### config.mk
export PLATFORM = sky130hd
export DESIGN_NAME = irq_enable_mask
export DESIGN_NICKNAME = d
export VERILOG_FILES = /design/src/design/irq_enable_pkg.sv /design/src/design/irq_flag_bank.sv /design/src/design/irq_enable_mask.sv
export VERILOG_INCLUDE_DIRS = /design/src /design/src/design
export SDC_FILE = /design/constraint.sdc
export NUM_CORES = 1
export LEC_CHECK = 0
export ABC_AREA = 0
export BUFFER_PORTS_ARGS = -buffer_cell sky130_fd_sc_hd__buf_2
export CAP_MARGIN = 20
export CORE_UTILIZATION = 52
export DETAILED_ROUTE_END_ITERATION = 8
export PLACE_DENSITY = 0.8
export SYNTH_ARGS = -nofsm -noshare
export SYNTH_HDL_FRONTEND = slang
export SYNTH_HIERARCHICAL = 1
export SYNTH_SLANG_ARGS = --single-unit
export TNS_END_PERCENT = 1
### constraint.sdc
create_clock -name core_clk -period 2.9 [get_ports core_clk]
set_clock_uncertainty 0.05 [all_clocks]
set_input_delay 0.29 -clock core_clk [delete_from_list [all_inputs] [get_ports core_clk]]
set_output_delay 0.29 -clock core_clk [all_outputs]
set_load 0.05 [all_outputs]
### src/design/irq_enable_params.svh
// Register offsets, field masks, reset values and bus codes of the interrupt enable block.
`ifndef IRQ_ENABLE_PARAMS_SVH
`define IRQ_ENABLE_PARAMS_SVH

`define IEM_ADDR_W        8
`define IEM_ENABLE_OFFS   8'h90
`define IEM_STATUS_OFFS   8'h94
`define IEM_PENDING_OFFS  8'h98
`define IEM_ENABLE_RESET  16'h0000
`define IEM_STATUS_RESET  16'h0300
`define IEM_ENABLE_WMASK  16'hfffd
`define IEM_SOURCE_MASK   16'heb7d
`define IEM_DELAYED_BIT   0
`define IEM_RESP_OKAY     2'h0
`define IEM_RESP_SLVERR   2'h2

`endif

### src/design/irq_enable_pkg.sv
// Types shared by the interrupt enable block, its assertions and its bench.
package irq_enable_pkg;

  // One bit per interrupt source, in register bit order from 15 down to 0.
  typedef struct packed {
    logic link_change_irq_en;
    logic tx_done_irq_en;
    logic rx_frame_irq_en;
    logic rsvd12;
    logic rx_overrun_irq_en;
    logic rsvd10;
    logic tx_proc_stopped_irq_en;
    logic rx_proc_stopped_irq_en;
    logic rsvd7;
    logic tx_space_avail_irq_en;
    logic wake_frame_irq_en;
    logic wake_packet_irq_en;
    logic linkup_wake_irq_en;
    logic energy_wake_irq_en;
    logic rsvd1;
    logic delayed_energy_irq_en;
  } irq_bits_type;

  typedef enum logic [1:0] {
    WR_IDLE,
    WR_RESP
  } wr_state_type;

endpackage

### src/design/irq_flag_bank.sv
// Sticky interrupt status flags, set by source events and cleared by writing one.
`timescale 1ns/1ps
`include "irq_enable_params.svh"

module irq_flag_bank #(
  parameter int                WIDTH     = 16,
  parameter logic [WIDTH-1:0]  RESET_VAL = `IEM_STATUS_RESET,
  parameter logic [WIDTH-1:0]  LIVE_MASK = `IEM_SOURCE_MASK
) (
  // Clock and reset.
  input  wire logic              core_clk,
  input  wire logic              sys_rst,
  // Set and clear requests.
  input  wire logic [WIDTH-1:0]  setVec,
  input  wire logic [WIDTH-1:0]  clrVec,
  // Flag state.
  output logic      [WIDTH-1:0]  flagVec
);

  typedef struct packed {
    logic [WIDTH-1:0] flags;
  } bank_state_type;

  bank_state_type    state_r;
  bank_state_type    state_nxt;
  logic [WIDTH-1:0]  flagNxt;

  genvar i;
  generate
    for (i = 0; i < WIDTH; i++)
    begin : g_flag
      // A set in the same cycle as a clear wins, so no event is lost.
      assign flagNxt[i] = LIVE_MASK[i] & (setVec[i] | (state_r.flags[i] & ~clrVec[i]));
    end
  endgenerate

  always_comb
  begin
    state_nxt       = state_r;
    state_nxt.flags = flagNxt;
  end

  always_ff @(posedge core_clk or posedge sys_rst)
  begin
    if (sys_rst)
    begin
      state_r.flags <= RESET_VAL;
    end
    else
    begin
      state_r <= state_nxt;
    end
  end

  assign flagVec = state_r.flags;

endmodule // irq_flag_bank

### src/design/irq_enable_mask.sv
// Interrupt enable and status registers behind an AXI4-Lite slave, driving one interrupt line.
//
// The AXI4-Lite interface to the registers was left to the implementer.
`timescale 1ns/1ps
`include "irq_enable_params.svh"

module irq_enable_mask #(
  parameter int ADDR_W = `IEM_ADDR_W
) (
  // Clock and reset.
  input  wire logic                         core_clk,
  input  wire logic                         sys_rst,
  // AXI4-Lite write address channel.
  input  wire logic [ADDR_W-1:0]            awaddr,
  input  wire logic                         awvalid,
  output logic                              awready,
  // AXI4-Lite write data channel.
  input  wire logic [31:0]                  wdata,
  input  wire logic [3:0]                   wstrb,
  input  wire logic                         wvalid,
  output logic                              wready,
  // AXI4-Lite write response channel.
  output logic [1:0]                        bresp,
  output logic                              bvalid,
  input  wire logic                         bready,
  // AXI4-Lite read address channel.
  input  wire logic [ADDR_W-1:0]            araddr,
  input  wire logic                         arvalid,
  output logic                              arready,
  // AXI4-Lite read data channel.
  output logic [31:0]                       rdata,
  output logic [1:0]                        rresp,
  output logic                              rvalid,
  input  wire logic                         rready,
  // Interrupt sources and device readiness.
  input  wire irq_enable_pkg::irq_bits_type sourceEvents,
  input  wire logic                         hostReady,
  // Interrupt line to the host.
  output logic                              irqOut
);

  import irq_enable_pkg::*;

  typedef struct packed {
    logic [ADDR_W-1:0] awAddr;
    logic              awHave;
    logic [31:0]       wData;
    logic [3:0]        wStrb;
    logic              wHave;
    wr_state_type      wrState;
    logic [1:0]        bResp;
    logic              rValid;
    logic [31:0]       rData;
    logic [1:0]        rResp;
    irq_bits_type      enable;
  } slave_state_type;

  slave_state_type  state_r;
  slave_state_type  state_nxt;
  irq_bits_type     statusFlags;
  irq_bits_type     clearReq;
  irq_bits_type     pendingBits;
  logic [15:0]      laneMask;
  logic [15:0]      enableMerged;
  logic             awTake;
  logic             wTake;
  logic             haveAddr;
  logic             haveData;
  logic [ADDR_W-1:0] wrAddr;
  logic [31:0]      wrData;
  logic [3:0]       wrStrb;
  logic             doWrite;
  logic             wrHitEnable;
  logic             wrHitStatus;
  logic             wrHitPending;
  logic             rdHitEnable;
  logic             rdHitStatus;
  logic             rdHitPending;

  localparam logic [$bits(irq_bits_type)-1:0] SOURCE_MASK = `IEM_SOURCE_MASK;

  // Channel readiness follows the holding registers.
  assign awready = ~state_r.awHave & (state_r.wrState == WR_IDLE);
  assign wready  = ~state_r.wHave & (state_r.wrState == WR_IDLE);
  assign arready = ~state_r.rValid;
  assign bvalid  = (state_r.wrState == WR_RESP);
  assign bresp   = state_r.bResp;
  assign rvalid  = state_r.rValid;
  assign rdata   = state_r.rData;
  assign rresp   = state_r.rResp;

  assign awTake   = awvalid & awready;
  assign wTake    = wvalid & wready;
  assign haveAddr = state_r.awHave | awTake;
  assign haveData = state_r.wHave | wTake;
  assign wrAddr   = state_r.awHave ? state_r.awAddr : awaddr;
  assign wrData   = state_r.wHave ? state_r.wData : wdata;
  assign wrStrb   = state_r.wHave ? state_r.wStrb : wstrb;
  assign doWrite  = haveAddr & haveData & (state_r.wrState == WR_IDLE);

  // Write address decode; an address that hits nothing gets an error response.
  always_comb
  begin
    wrHitEnable  = 1'b0;
    wrHitStatus  = 1'b0;
    wrHitPending = 1'b0;
    if (wrAddr == `IEM_ENABLE_OFFS)
    begin
      wrHitEnable = 1'b1;
    end
    else if (wrAddr == `IEM_STATUS_OFFS)
    begin
      wrHitStatus = 1'b1;
    end
    else if (wrAddr == `IEM_PENDING_OFFS)
    begin
      wrHitPending = 1'b1;
    end
  end

  // Read address decode, independent of any write in flight.
  always_comb
  begin
    rdHitEnable  = 1'b0;
    rdHitStatus  = 1'b0;
    rdHitPending = 1'b0;
    if (araddr == `IEM_ENABLE_OFFS)
    begin
      rdHitEnable = 1'b1;
    end
    else if (araddr == `IEM_STATUS_OFFS)
    begin
      rdHitStatus = 1'b1;
    end
    else if (araddr == `IEM_PENDING_OFFS)
    begin
      rdHitPending = 1'b1;
    end
  end

  // Byte strobes select which halves of the 16-bit registers a write touches.
  assign laneMask = {{8{wrStrb[1]}}, {8{wrStrb[0]}}};

  assign enableMerged = (state_r.enable & ~(laneMask & `IEM_ENABLE_WMASK))
                      | (wrData[15:0] & laneMask & `IEM_ENABLE_WMASK);

  always_comb
  begin
    clearReq = '0;
    if (doWrite && wrHitStatus)
    begin
      clearReq = wrData[15:0] & laneMask;
    end
  end

  irq_flag_bank #(
    .WIDTH     (16),
    .RESET_VAL (`IEM_STATUS_RESET),
    .LIVE_MASK (`IEM_SOURCE_MASK)
  ) u_flags (
    .core_clk (core_clk),
    .sys_rst  (sys_rst),
    .setVec   (sourceEvents),
    .clrVec   (clearReq),
    .flagVec  (statusFlags)
  );

  genvar b;
  generate
    for (b = 0; b < $bits(irq_bits_type); b++)
    begin : g_gate
      if (b == `IEM_DELAYED_BIT)
      begin : g_delayed
        assign pendingBits[b] = statusFlags[b] & state_r.enable[b] & SOURCE_MASK[b] & hostReady;
      end
      else
      begin : g_direct
        assign pendingBits[b] = statusFlags[b] & state_r.enable[b] & SOURCE_MASK[b];
      end
    end
  endgenerate

  assign irqOut = |pendingBits;

  always_comb
  begin
    state_nxt = state_r;

    if (awTake)
    begin
      state_nxt.awAddr = awaddr;
      state_nxt.awHave = 1'b1;
    end
    if (wTake)
    begin
      state_nxt.wData = wdata;
      state_nxt.wStrb = wstrb;
      state_nxt.wHave = 1'b1;
    end

    case (state_r.wrState)
      WR_IDLE:
      begin
        if (doWrite)
        begin
          state_nxt.awHave  = 1'b0;
          state_nxt.wHave   = 1'b0;
          state_nxt.wrState = WR_RESP;
          state_nxt.bResp   = `IEM_RESP_OKAY;
          if (wrHitEnable)
          begin
            state_nxt.enable = enableMerged;
          end
          else if (wrHitStatus)
          begin
            state_nxt.bResp = `IEM_RESP_OKAY;
          end
          else if (wrHitPending)
          begin
            state_nxt.bResp = `IEM_RESP_OKAY;
          end
          else
          begin
            state_nxt.bResp = `IEM_RESP_SLVERR;
          end
        end
      end
      WR_RESP:
      begin
        if (bready)
        begin
          state_nxt.wrState = WR_IDLE;
        end
      end
      default:
      begin
        state_nxt.wrState = WR_IDLE;
      end
    endcase

    if (state_r.rValid && rready)
    begin
      state_nxt.rValid = 1'b0;
    end
    if (arvalid && arready)
    begin
      state_nxt.rValid = 1'b1;
      state_nxt.rResp  = `IEM_RESP_OKAY;
      state_nxt.rData  = '0;
      if (rdHitEnable)
      begin
        state_nxt.rData[15:0] = state_r.enable;
      end
      else if (rdHitStatus)
      begin
        state_nxt.rData[15:0] = statusFlags;
      end
      else if (rdHitPending)
      begin
        state_nxt.rData[15:0] = pendingBits;
      end
      else
      begin
        state_nxt.rResp = `IEM_RESP_SLVERR;
      end
    end
  end

  always_ff @(posedge core_clk or posedge sys_rst)
  begin
    if (sys_rst)
    begin
      state_r.awAddr  <= '0;
      state_r.awHave  <= 1'b0;
      state_r.wData   <= '0;
      state_r.wStrb   <= '0;
      state_r.wHave   <= 1'b0;
      state_r.wrState <= WR_IDLE;
      state_r.bResp   <= `IEM_RESP_OKAY;
      state_r.rValid  <= 1'b0;
      state_r.rData   <= '0;
      state_r.rResp   <= `IEM_RESP_OKAY;
      state_r.enable  <= `IEM_ENABLE_RESET;
    end
    else
    begin
      state_r <= state_nxt;
    end
  end

endmodule // irq_enable_mask

# After elaboration in Yosys (flattened, before gate mapping)
# Index checks and enable logic that the tools add are counted.
dict set report classes {
  add_sub_neg 0
  mul 0
  div 0
  order_cmp 0
  n_eq_ne 9
  shift 0
  muxes 35
  bitwise_logic 64
  reduce_logical 9
}
# operator n
set op_table {}
lappend op_table {{2-to-1 mux 16 bit} 5}
lappend op_table {{== test 8 bit, second input constant} 6}
lappend op_table {{2-to-1 mux 35 bit} 1}
lappend op_table {{bitwise AND 16 bit} 2}
lappend op_table {{bitwise AND 1 bit} 31}
lappend op_table {{2-to-1 mux 1 bit} 18}
lappend op_table {{2-to-1 mux 2 bit} 8}
lappend op_table {{inverter 16 bit} 1}
lappend op_table {{bitwise OR 16 bit} 1}
lappend op_table {{inverter 1 bit} 15}
lappend op_table {{bitwise OR 1 bit} 14}
lappend op_table {{OR reduction 12 bit} 1}
lappend op_table {{2-to-1 mux 8 bit} 1}
lappend op_table {{2-to-1 mux 5 bit} 1}
lappend op_table {{one-hot mux 2 bit (2 select lines)} 1}
lappend op_table {{AND reduction 2 bit} 2}
lappend op_table {{logical AND 1 bit} 3}
lappend op_table {{AND reduction 3 bit} 1}
lappend op_table {{== test 2 x 1 -> 1 bit, second input constant} 1}
lappend op_table {{logical NOT 2 bit} 1}
lappend op_table {{!= test 2 x 1 -> 1 bit, second input constant} 1}
lappend op_table {{!= test 2 bit, second input constant} 1}
lappend op_table {{nonzero test 2 bit} 1}
dict set report totals {
  regBits 79
  latchBits 0
  ram_bits 0
  rom_bits 0
  inputBits 76
  output_inout_bits 42
  wordCells 144
  n_memories 0
}

# Depth between registers and ports, before layout
# Gate-level depths: netlist of run 1.
dict set report depth {
  depth_word 11
  mapped_depth 8
  mapped_depth_nobuf 6
}

# Modules after synthesis
# Netlist of run 1, hierarchy kept.
# module instances cells_each area_each_um2 seq_area_each_um2
set by_module_without_submodules {}
lappend by_module_without_submodules {irq_enable_mask 1 311 3469.6 1576.5}
lappend by_module_without_submodules {irq_flag_bank 1 42 475.5 302.8}

# Worst setup path before layout of run 1
# Ideal clock, no wire load.
dict set report synth_timing {
  path_kind {reg2reg}
  startpoint {reg state_r[55] (netlist name)}
  endpoint {reg state_r[56] (netlist name)}
  setup_ns 0.125
  arrival_ns 2.227
  required_time_ns 2.725
  path_slack_ns 0.498
  path_stages_with_launch 7
  path_buffers 3
  synth_period_minus_slack_ns 2.402
  path_cell_list {dfrtp_1 > buf_4 > nor2_1 > and2_1 > buf_2 > buf_2 > mux2_2}
}
dict set report synth_via {
  elab_chain_cells 3
}
# item line_no
set synth_rtl {}
lappend synth_rtl {{start: declaration} irq_enable_mask.sv:58} ;# slave_state_type state_r;
lappend synth_rtl {{start signal: assignment} irq_enable_mask.sv:287} ;# state_r <= state_nxt;
lappend synth_rtl {{inverter 1 bit} irq_enable_mask.sv:84} ;# assign wready = ~state_r.wHave & (state_r.wrState == WR_IDLE);
lappend synth_rtl {{bitwise AND 1 bit} irq_enable_mask.sv:84}
lappend synth_rtl {{named net wready} irq_enable_mask.sv:21} ;# output logic wready,
lappend synth_rtl {{bitwise AND 1 bit} irq_enable_mask.sv:93} ;# assign wTake = wvalid & wready;
# The timed path passes the listed nets, and every way through them passes these cells.
# A chain may end at the register's enable or synchronous reset.

==> results of run 1 <==
==> metal layers <==
| metal | vias up | routed length [um] | GRT usage (%) | part of all wire [%] |
|---|---|---|---|---|
| li1 | 1270 | - | - | - |
| met1 | 1280 | 3300 | 25.9 | 45 |
| met5 | - | 0 | 0 | 0 |
| met3 | 8 | 378 | 4.57 | 5.1 |
| met2 | 93 | 3550 | 33.2 | 48 |
| met4 | 0 | 112 | 8.80 | 1.5 |
==> how the worst min path moves through the flow <==
stage | end
final | state_r[53]
after global placement | rdata[2]
after global routing | state_r[53]
after floorplan | u_flags/flagVec[0]
after detailed placement | rdata[2]
after CTS | u_flags/flagVec[3]
==> where the power goes <==
| part | switching, mW | internal [mW] |
|---|---|---|
| combinational | 0.599 | 0.480 |
| clock | 0.403 | 0.447 |
| sequential | 0.156 | 1.26 |
==> cell type report <==
type / count / area, um2 / share of cell area, %
Tap cell: 99 / 124 / 2.87
Clock buffer: 11 / 151 / 3.51
Timing Repair Buffer: 80 / 413 / 9.56
Sequential cell: 74 / 1850 / 42.9
Multi-Input combinational cell: 219 / 1650 / 38.2
Inverter: 17 / 63.8 / 1.48
Clock inverter: 5 / 62.6 / 1.45
==> critical path: cells and delay by family (launching register included) <==
kind                   cells  cell delay (ps)
and+or+nand+nor            3             1170
AOI/OAI and AO/OA          2              430
DFF                        1              520
buffers and inverters      1               60
==> state kept, by name (all words and copies together) (netlist names) <==
name,flops
state_r,43
rdata,16
u_flags/flagVec,12
bresp,1
rresp,1
rvalid,1
==> repair_timing <==
action / 4_1_cts / 5_1_grt
setup buffers: 0 / 0
hold buffers: 1 / 0
hold endpoints to repair: 28 / 0
==> layout by cell type, fill, tap and decap left out, types with 2 or more instances in the layout <==
| master | instances |
|---|---|
| o31ai_1 | 12 |
| clkinvlp_4 | 2 |
| nor4b_1 | 2 |
| nor3_1 | 3 |
| clkbuf_8 | 11 |
| nand2_1 | 24 |
| buf_4 | 3 |
| nor2b_1 | 13 |
| nor4_4 | 2 |
| a21o_1 | 13 |
| a21oi_1 | 2 |
| conb_1 | 22 |
| dfstp_2 | 2 |
| and2b_1 | 2 |
| o21ai_0 | 8 |
| mux2_2 | 57 |
| dfrtp_1 | 72 |
| nand2b_1 | 11 |
| clkinv_4 | 2 |
| a22oi_1 | 5 |
| a32oi_1 | 15 |
| nor2_1 | 8 |
| buf_2 | 76 |
| inv_1 | 16 |
| or3b_1 | 2 |
==> qor.txt, run 1 <==
Status -> complete, no violations
Placed cells -> 488
RD Place Congestion -> 0.859
Fin nets -> 477
Maximum fanout along the worst path -> 14
TritonCTS Buffers -> 9
Post-layout power -> 3.35 mW
Pwr dens -> 775 nW/um2
Worst reg2reg path endpoint -> u_flags/flagVec[13]
RSZ-0062 raised after global routing -> false
Critical Path Slowest Stage Cell -> dfrtp_1
Port Buffers -> 76
Post-Route Utilization -> 59.9%
Starting Density -> 53.7%
Syn Std Cell Area -> 3880 um2
First-pass GRT wire length -> 11.7 mm
Clk sinks -> 74
Reg2Reg Setup Slack -> 560 ps
Num rows -> 31
Crit path largest cell delay -> 520 ps
Via count -> 2651
Largest net degree at the start of global routing -> 36
Placed Area -> 4090 um2
First DRT Iteration DRCs -> 150
GRT Residual Overflow -> 0
Core area -> 7210 um2
Initial antenna violation count -> 0
Via/cell ratio -> 5.25
H-Tree Level Count -> 3
Final Critical Period -> 2340 ps
Root buf cell -> clkbuf_8
DRT Pass-1 Iters -> 4
Warnings, synthesis -> 6
Drt wl/cell -> 14.6 um
Worst Path Arrival -> 2540 ps
Worst slew margin -> 36.4%
CTS tree -> done
Worst-path clk slew -> 80 ps
Critical Path End -> u_flags/flagVec[13]
Hold slack -> 54.8 ps
Layout cells sized above 1 -> 39.7%
Pre-CTS setup slack -> 548 ps
Fill cells -> 609
Fin. max-slew vios -> 0
Max Freq -> 427 MHz
Maximum VDD drop -> 0.575 mV
Kind of end point of the critical path -> flop
Final instance count without filler cells -> 505
Post-CTS Resized -> 0
Final std cell area, no fill -> 4320 um2
Hold Crit Class -> input pin to flop
Critical path class -> flop to flop
Reg-to-Reg Start -> state_r[92]
WP data required -> 3090 ps
Clock buffer depth -> 2
Final setup vio count -> 0
Final Hold Fails -> 0
Area growth syn-to-layout -> 11.4%
CP Cell Sequence -> or3b_2, a211oi_1, or3b_1, nor2b_1, inv_1, a21o_1
Fin crit share -> 80.8%
I/O pin total -> 118
Die area -> 7800 um2
Min setup slack post-route -> 558 ps
DRT antenna net count -> 0
Drc violations -> 0
Maxcap violations -> 0
Mean area per synthesized cell -> 11.2 um2
DP HPWL -> 5.52 mm
Setup crit start -> state_r[92]
Startpoint types -> flop
Post-Route WL -> 7.35 mm
Hold_sp -> bready
R2R depth -> 6
Global-route usage over all layers -> 20.3%
Skew-Pair Late Insertion Delay -> 360 ps
Vias in the first global route -> 2475
ANT cells -> 0
Syn Inst Count -> 346
Die X -> 88.3 um
Die height -> 88.3 um
Setup TNS Final -> 0 ps
Slew @ Worst Pin -> 952 ps
Worst Hold Depth -> 2
Leakage Power -> 1.93 nW
No activity file was read; power rests on OpenSTA's default activity.
==> inputs of run 2 (changes only) <==
ABC_AREA = 1   (was 0)
CORE_UTILIZATION = 53   (was 52)
clock period = 2.2 ns   (was 2.9 ns; I/O delays follow)
==> run 2 against run 1 <==
Sequential power grew 31%. Flip-flop and latch count stayed put. Sequential share of layout area is 4.5 points lower.
==> qor.txt, run 2 <==
Via count -> 3416
Die X -> 92.5 um
Min-Delay Endpoint -> u_flags/flagVec[14]
Crit path largest cell delay -> 420 ps
Die height -> 92.5 um
Leakage Power -> 2.62 nW
Fin nets -> 662
Worst Path Arrival -> 1570 ps
H-Tree Level Count -> 3
DP HPWL -> 6.49 mm
Startpoint types -> flop
Drt wl/cell -> 12.5 um
CP Cell Sequence -> nand2_1, inv_1, nor4_1, nand3_1, buf_2
Reg-to-Reg Start -> state_r[92]
Worst Hold Depth -> 3
Fin crit share -> 83.8%
Slew @ Worst Pin -> 569 ps
Fill cells -> 697
Most common cell after layout, fill and taps aside -> nand2_1
Post-CTS Resized -> 0
Kind of end point of the critical path -> output pin
Final setup vio count -> 0
Worst reg2reg path endpoint -> u_flags/flagVec[11]
Setup TNS Final -> 0 ps
CTS tree -> done
Warnings, synthesis -> 6
Clock buffer depth -> 2
Skew-Pair Late Insertion Delay -> 340 ps
Register area -> 1850 um2
Largest net degree at the start of global routing -> 46
Clk sinks -> 74
Global-route usage over all layers -> 21.6%
Port Buffers -> 76
Post-Route WL -> 8.64 mm
Number of flip-flops in the largest register -> 43
Pre-CTS setup slack -> 389 ps
Syn Std Cell Area -> 4350 um2
Biggest register -> state_r
WP data required -> 1930 ps
GRT Residual Overflow -> 0
Max Freq -> 542 MHz
Fin. max-slew vios -> 0
Setup repair bufs after CTS -> 0
First-pass GRT wire length -> 14.5 mm
TritonCTS Buffers -> 9
Most frequent cells in the layout -> 137 x nand2_1, 76 x buf_2, 72 x dfrtp_1, 67 x inv_1, 55 x nand3_1
Critical Path Slowest Stage Cell -> dfrtp_1
Min setup slack post-route -> 356 ps
RSZ-0062 raised after global routing -> false
Via/cell ratio -> 4.93
Starting Density -> 55.4%
Hold_sp -> sourceEvents[14]
Multi-input gate area -> 1860 um2
Vias in the first global route -> 3214
Pwr dens -> 983 nW/um2
Num rows -> 32
I/O pin total -> 118
Layout cells sized above 1 -> 26.9%
R2R depth -> 9
Maximum VDD drop -> 1.05 mV
Final Hold Fails -> 0
DRT antenna net count -> 0
First DRT Iteration DRCs -> 146
Cell family with most CP delay -> simple AND/OR/NAND/NOR gates
Final Critical Period -> 1840 ps
Bufs and invs on worst path -> 2
Initial antenna violation count -> 0
Maxcap violations -> 0
Area growth syn-to-layout -> 10.9%
Worst slew margin -> 62.0%
Die area -> 8560 um2
Core area -> 7850 um2
RD Place Congestion -> 0.840
Hold Crit Class -> input pin to flop
Mean area per synthesized cell -> 8.26 um2
Maximum fanout along the worst path -> 3
Drc violations -> 0
ANT cells -> 0
Status -> complete, no violations
Syn Inst Count -> 526
Worst-path clk slew -> 70 ps
Critical path class -> flop to output pin
Post-layout power -> 4.74 mW
Root buf cell -> clkbuf_8
DRT Pass-1 Iters -> 4
Reg2Reg Setup Slack -> 370 ps
-- run 2: cell types whose count changed in the layout (fill, tap and decap cells not counted), sizes merged, moves of 14 or more --
cell   previous run  this run
nand2            24       143
or2               1        16
nand3             1        63
nor2              9        23
mux2             57        18
o21ai             9        25
a32oi            15         0
inv              17        74
-- run 2: how the worst max path moves through the flow --
stage	start	endpoint	slack [ps]	cells past startpoint
after detailed placement	state_r[92]	u_flags/flagVec[11]	390	9
after global routing	state_r[92]	u_flags/flagVec[13]	200	9
after global placement	state_r[92]	u_flags/flagVec[11]	440	9
after CTS	state_r[11]	irqOut	350	5
after floorplan	state_r[92]	state_r[93]	210	6
final	state_r[11]	irqOut	360	5
-- run 2: layout make-up --
class / count / share of cell area [%]
clock buffer: 12 / 3.22
tap: 102 / 2.65
inverter: 74 / 5.87
timing repair buffer: 87 / 10.2
clock inverter: 4 / 1.04
sequential: 74 / 38.5
multi-input combinational: 340 / 38.6
-- run 2: stage by stage --
stage / instances / util, % / hold WS, ps / area, um2
after floorplan: 546 / - / 33.3 / 4420
after global placement: 671 / 58.1 / 182 / 4560
after detailed placement: 671 / 58.1 / 186 / 4560
after CTS: 693 / 61.4 / 8.12 / 4820
after global routing: 693 / 61.4 / 21.2 / 4820
final: 693 / 61.4 / 18.6 / 4820
-- run 2: worst min-delay path, cell delays in order --
cell and delay (ps):
buf_2 80, inv_1 30, nand2_1 50
-- run 2: power breakdown --
part,internal [mW],switching (mW),leakage (nW)
Clock,0.584,0.492,0.0986
Sequential,1.66,0.201,0.899
Combinational,0.577,1.23,1.62
-- run 2: metal layers --
metal	GRT usage, %	vias up	wire [um]
met3	2.87	16	409
met5	0	-	0
met4	10.9	0	180
li1	-	1710	-
met1	28.9	1579	4020
met2	34.4	111	4030
-- run 2: repair_timing --
| action | CTS | global route |
|---|---|---|
| hold buffers | 6 | 0 |
| endpoints found under the hold margin | 32 | 0 |
| endpoints found under the setup margin | 0 | 0 |
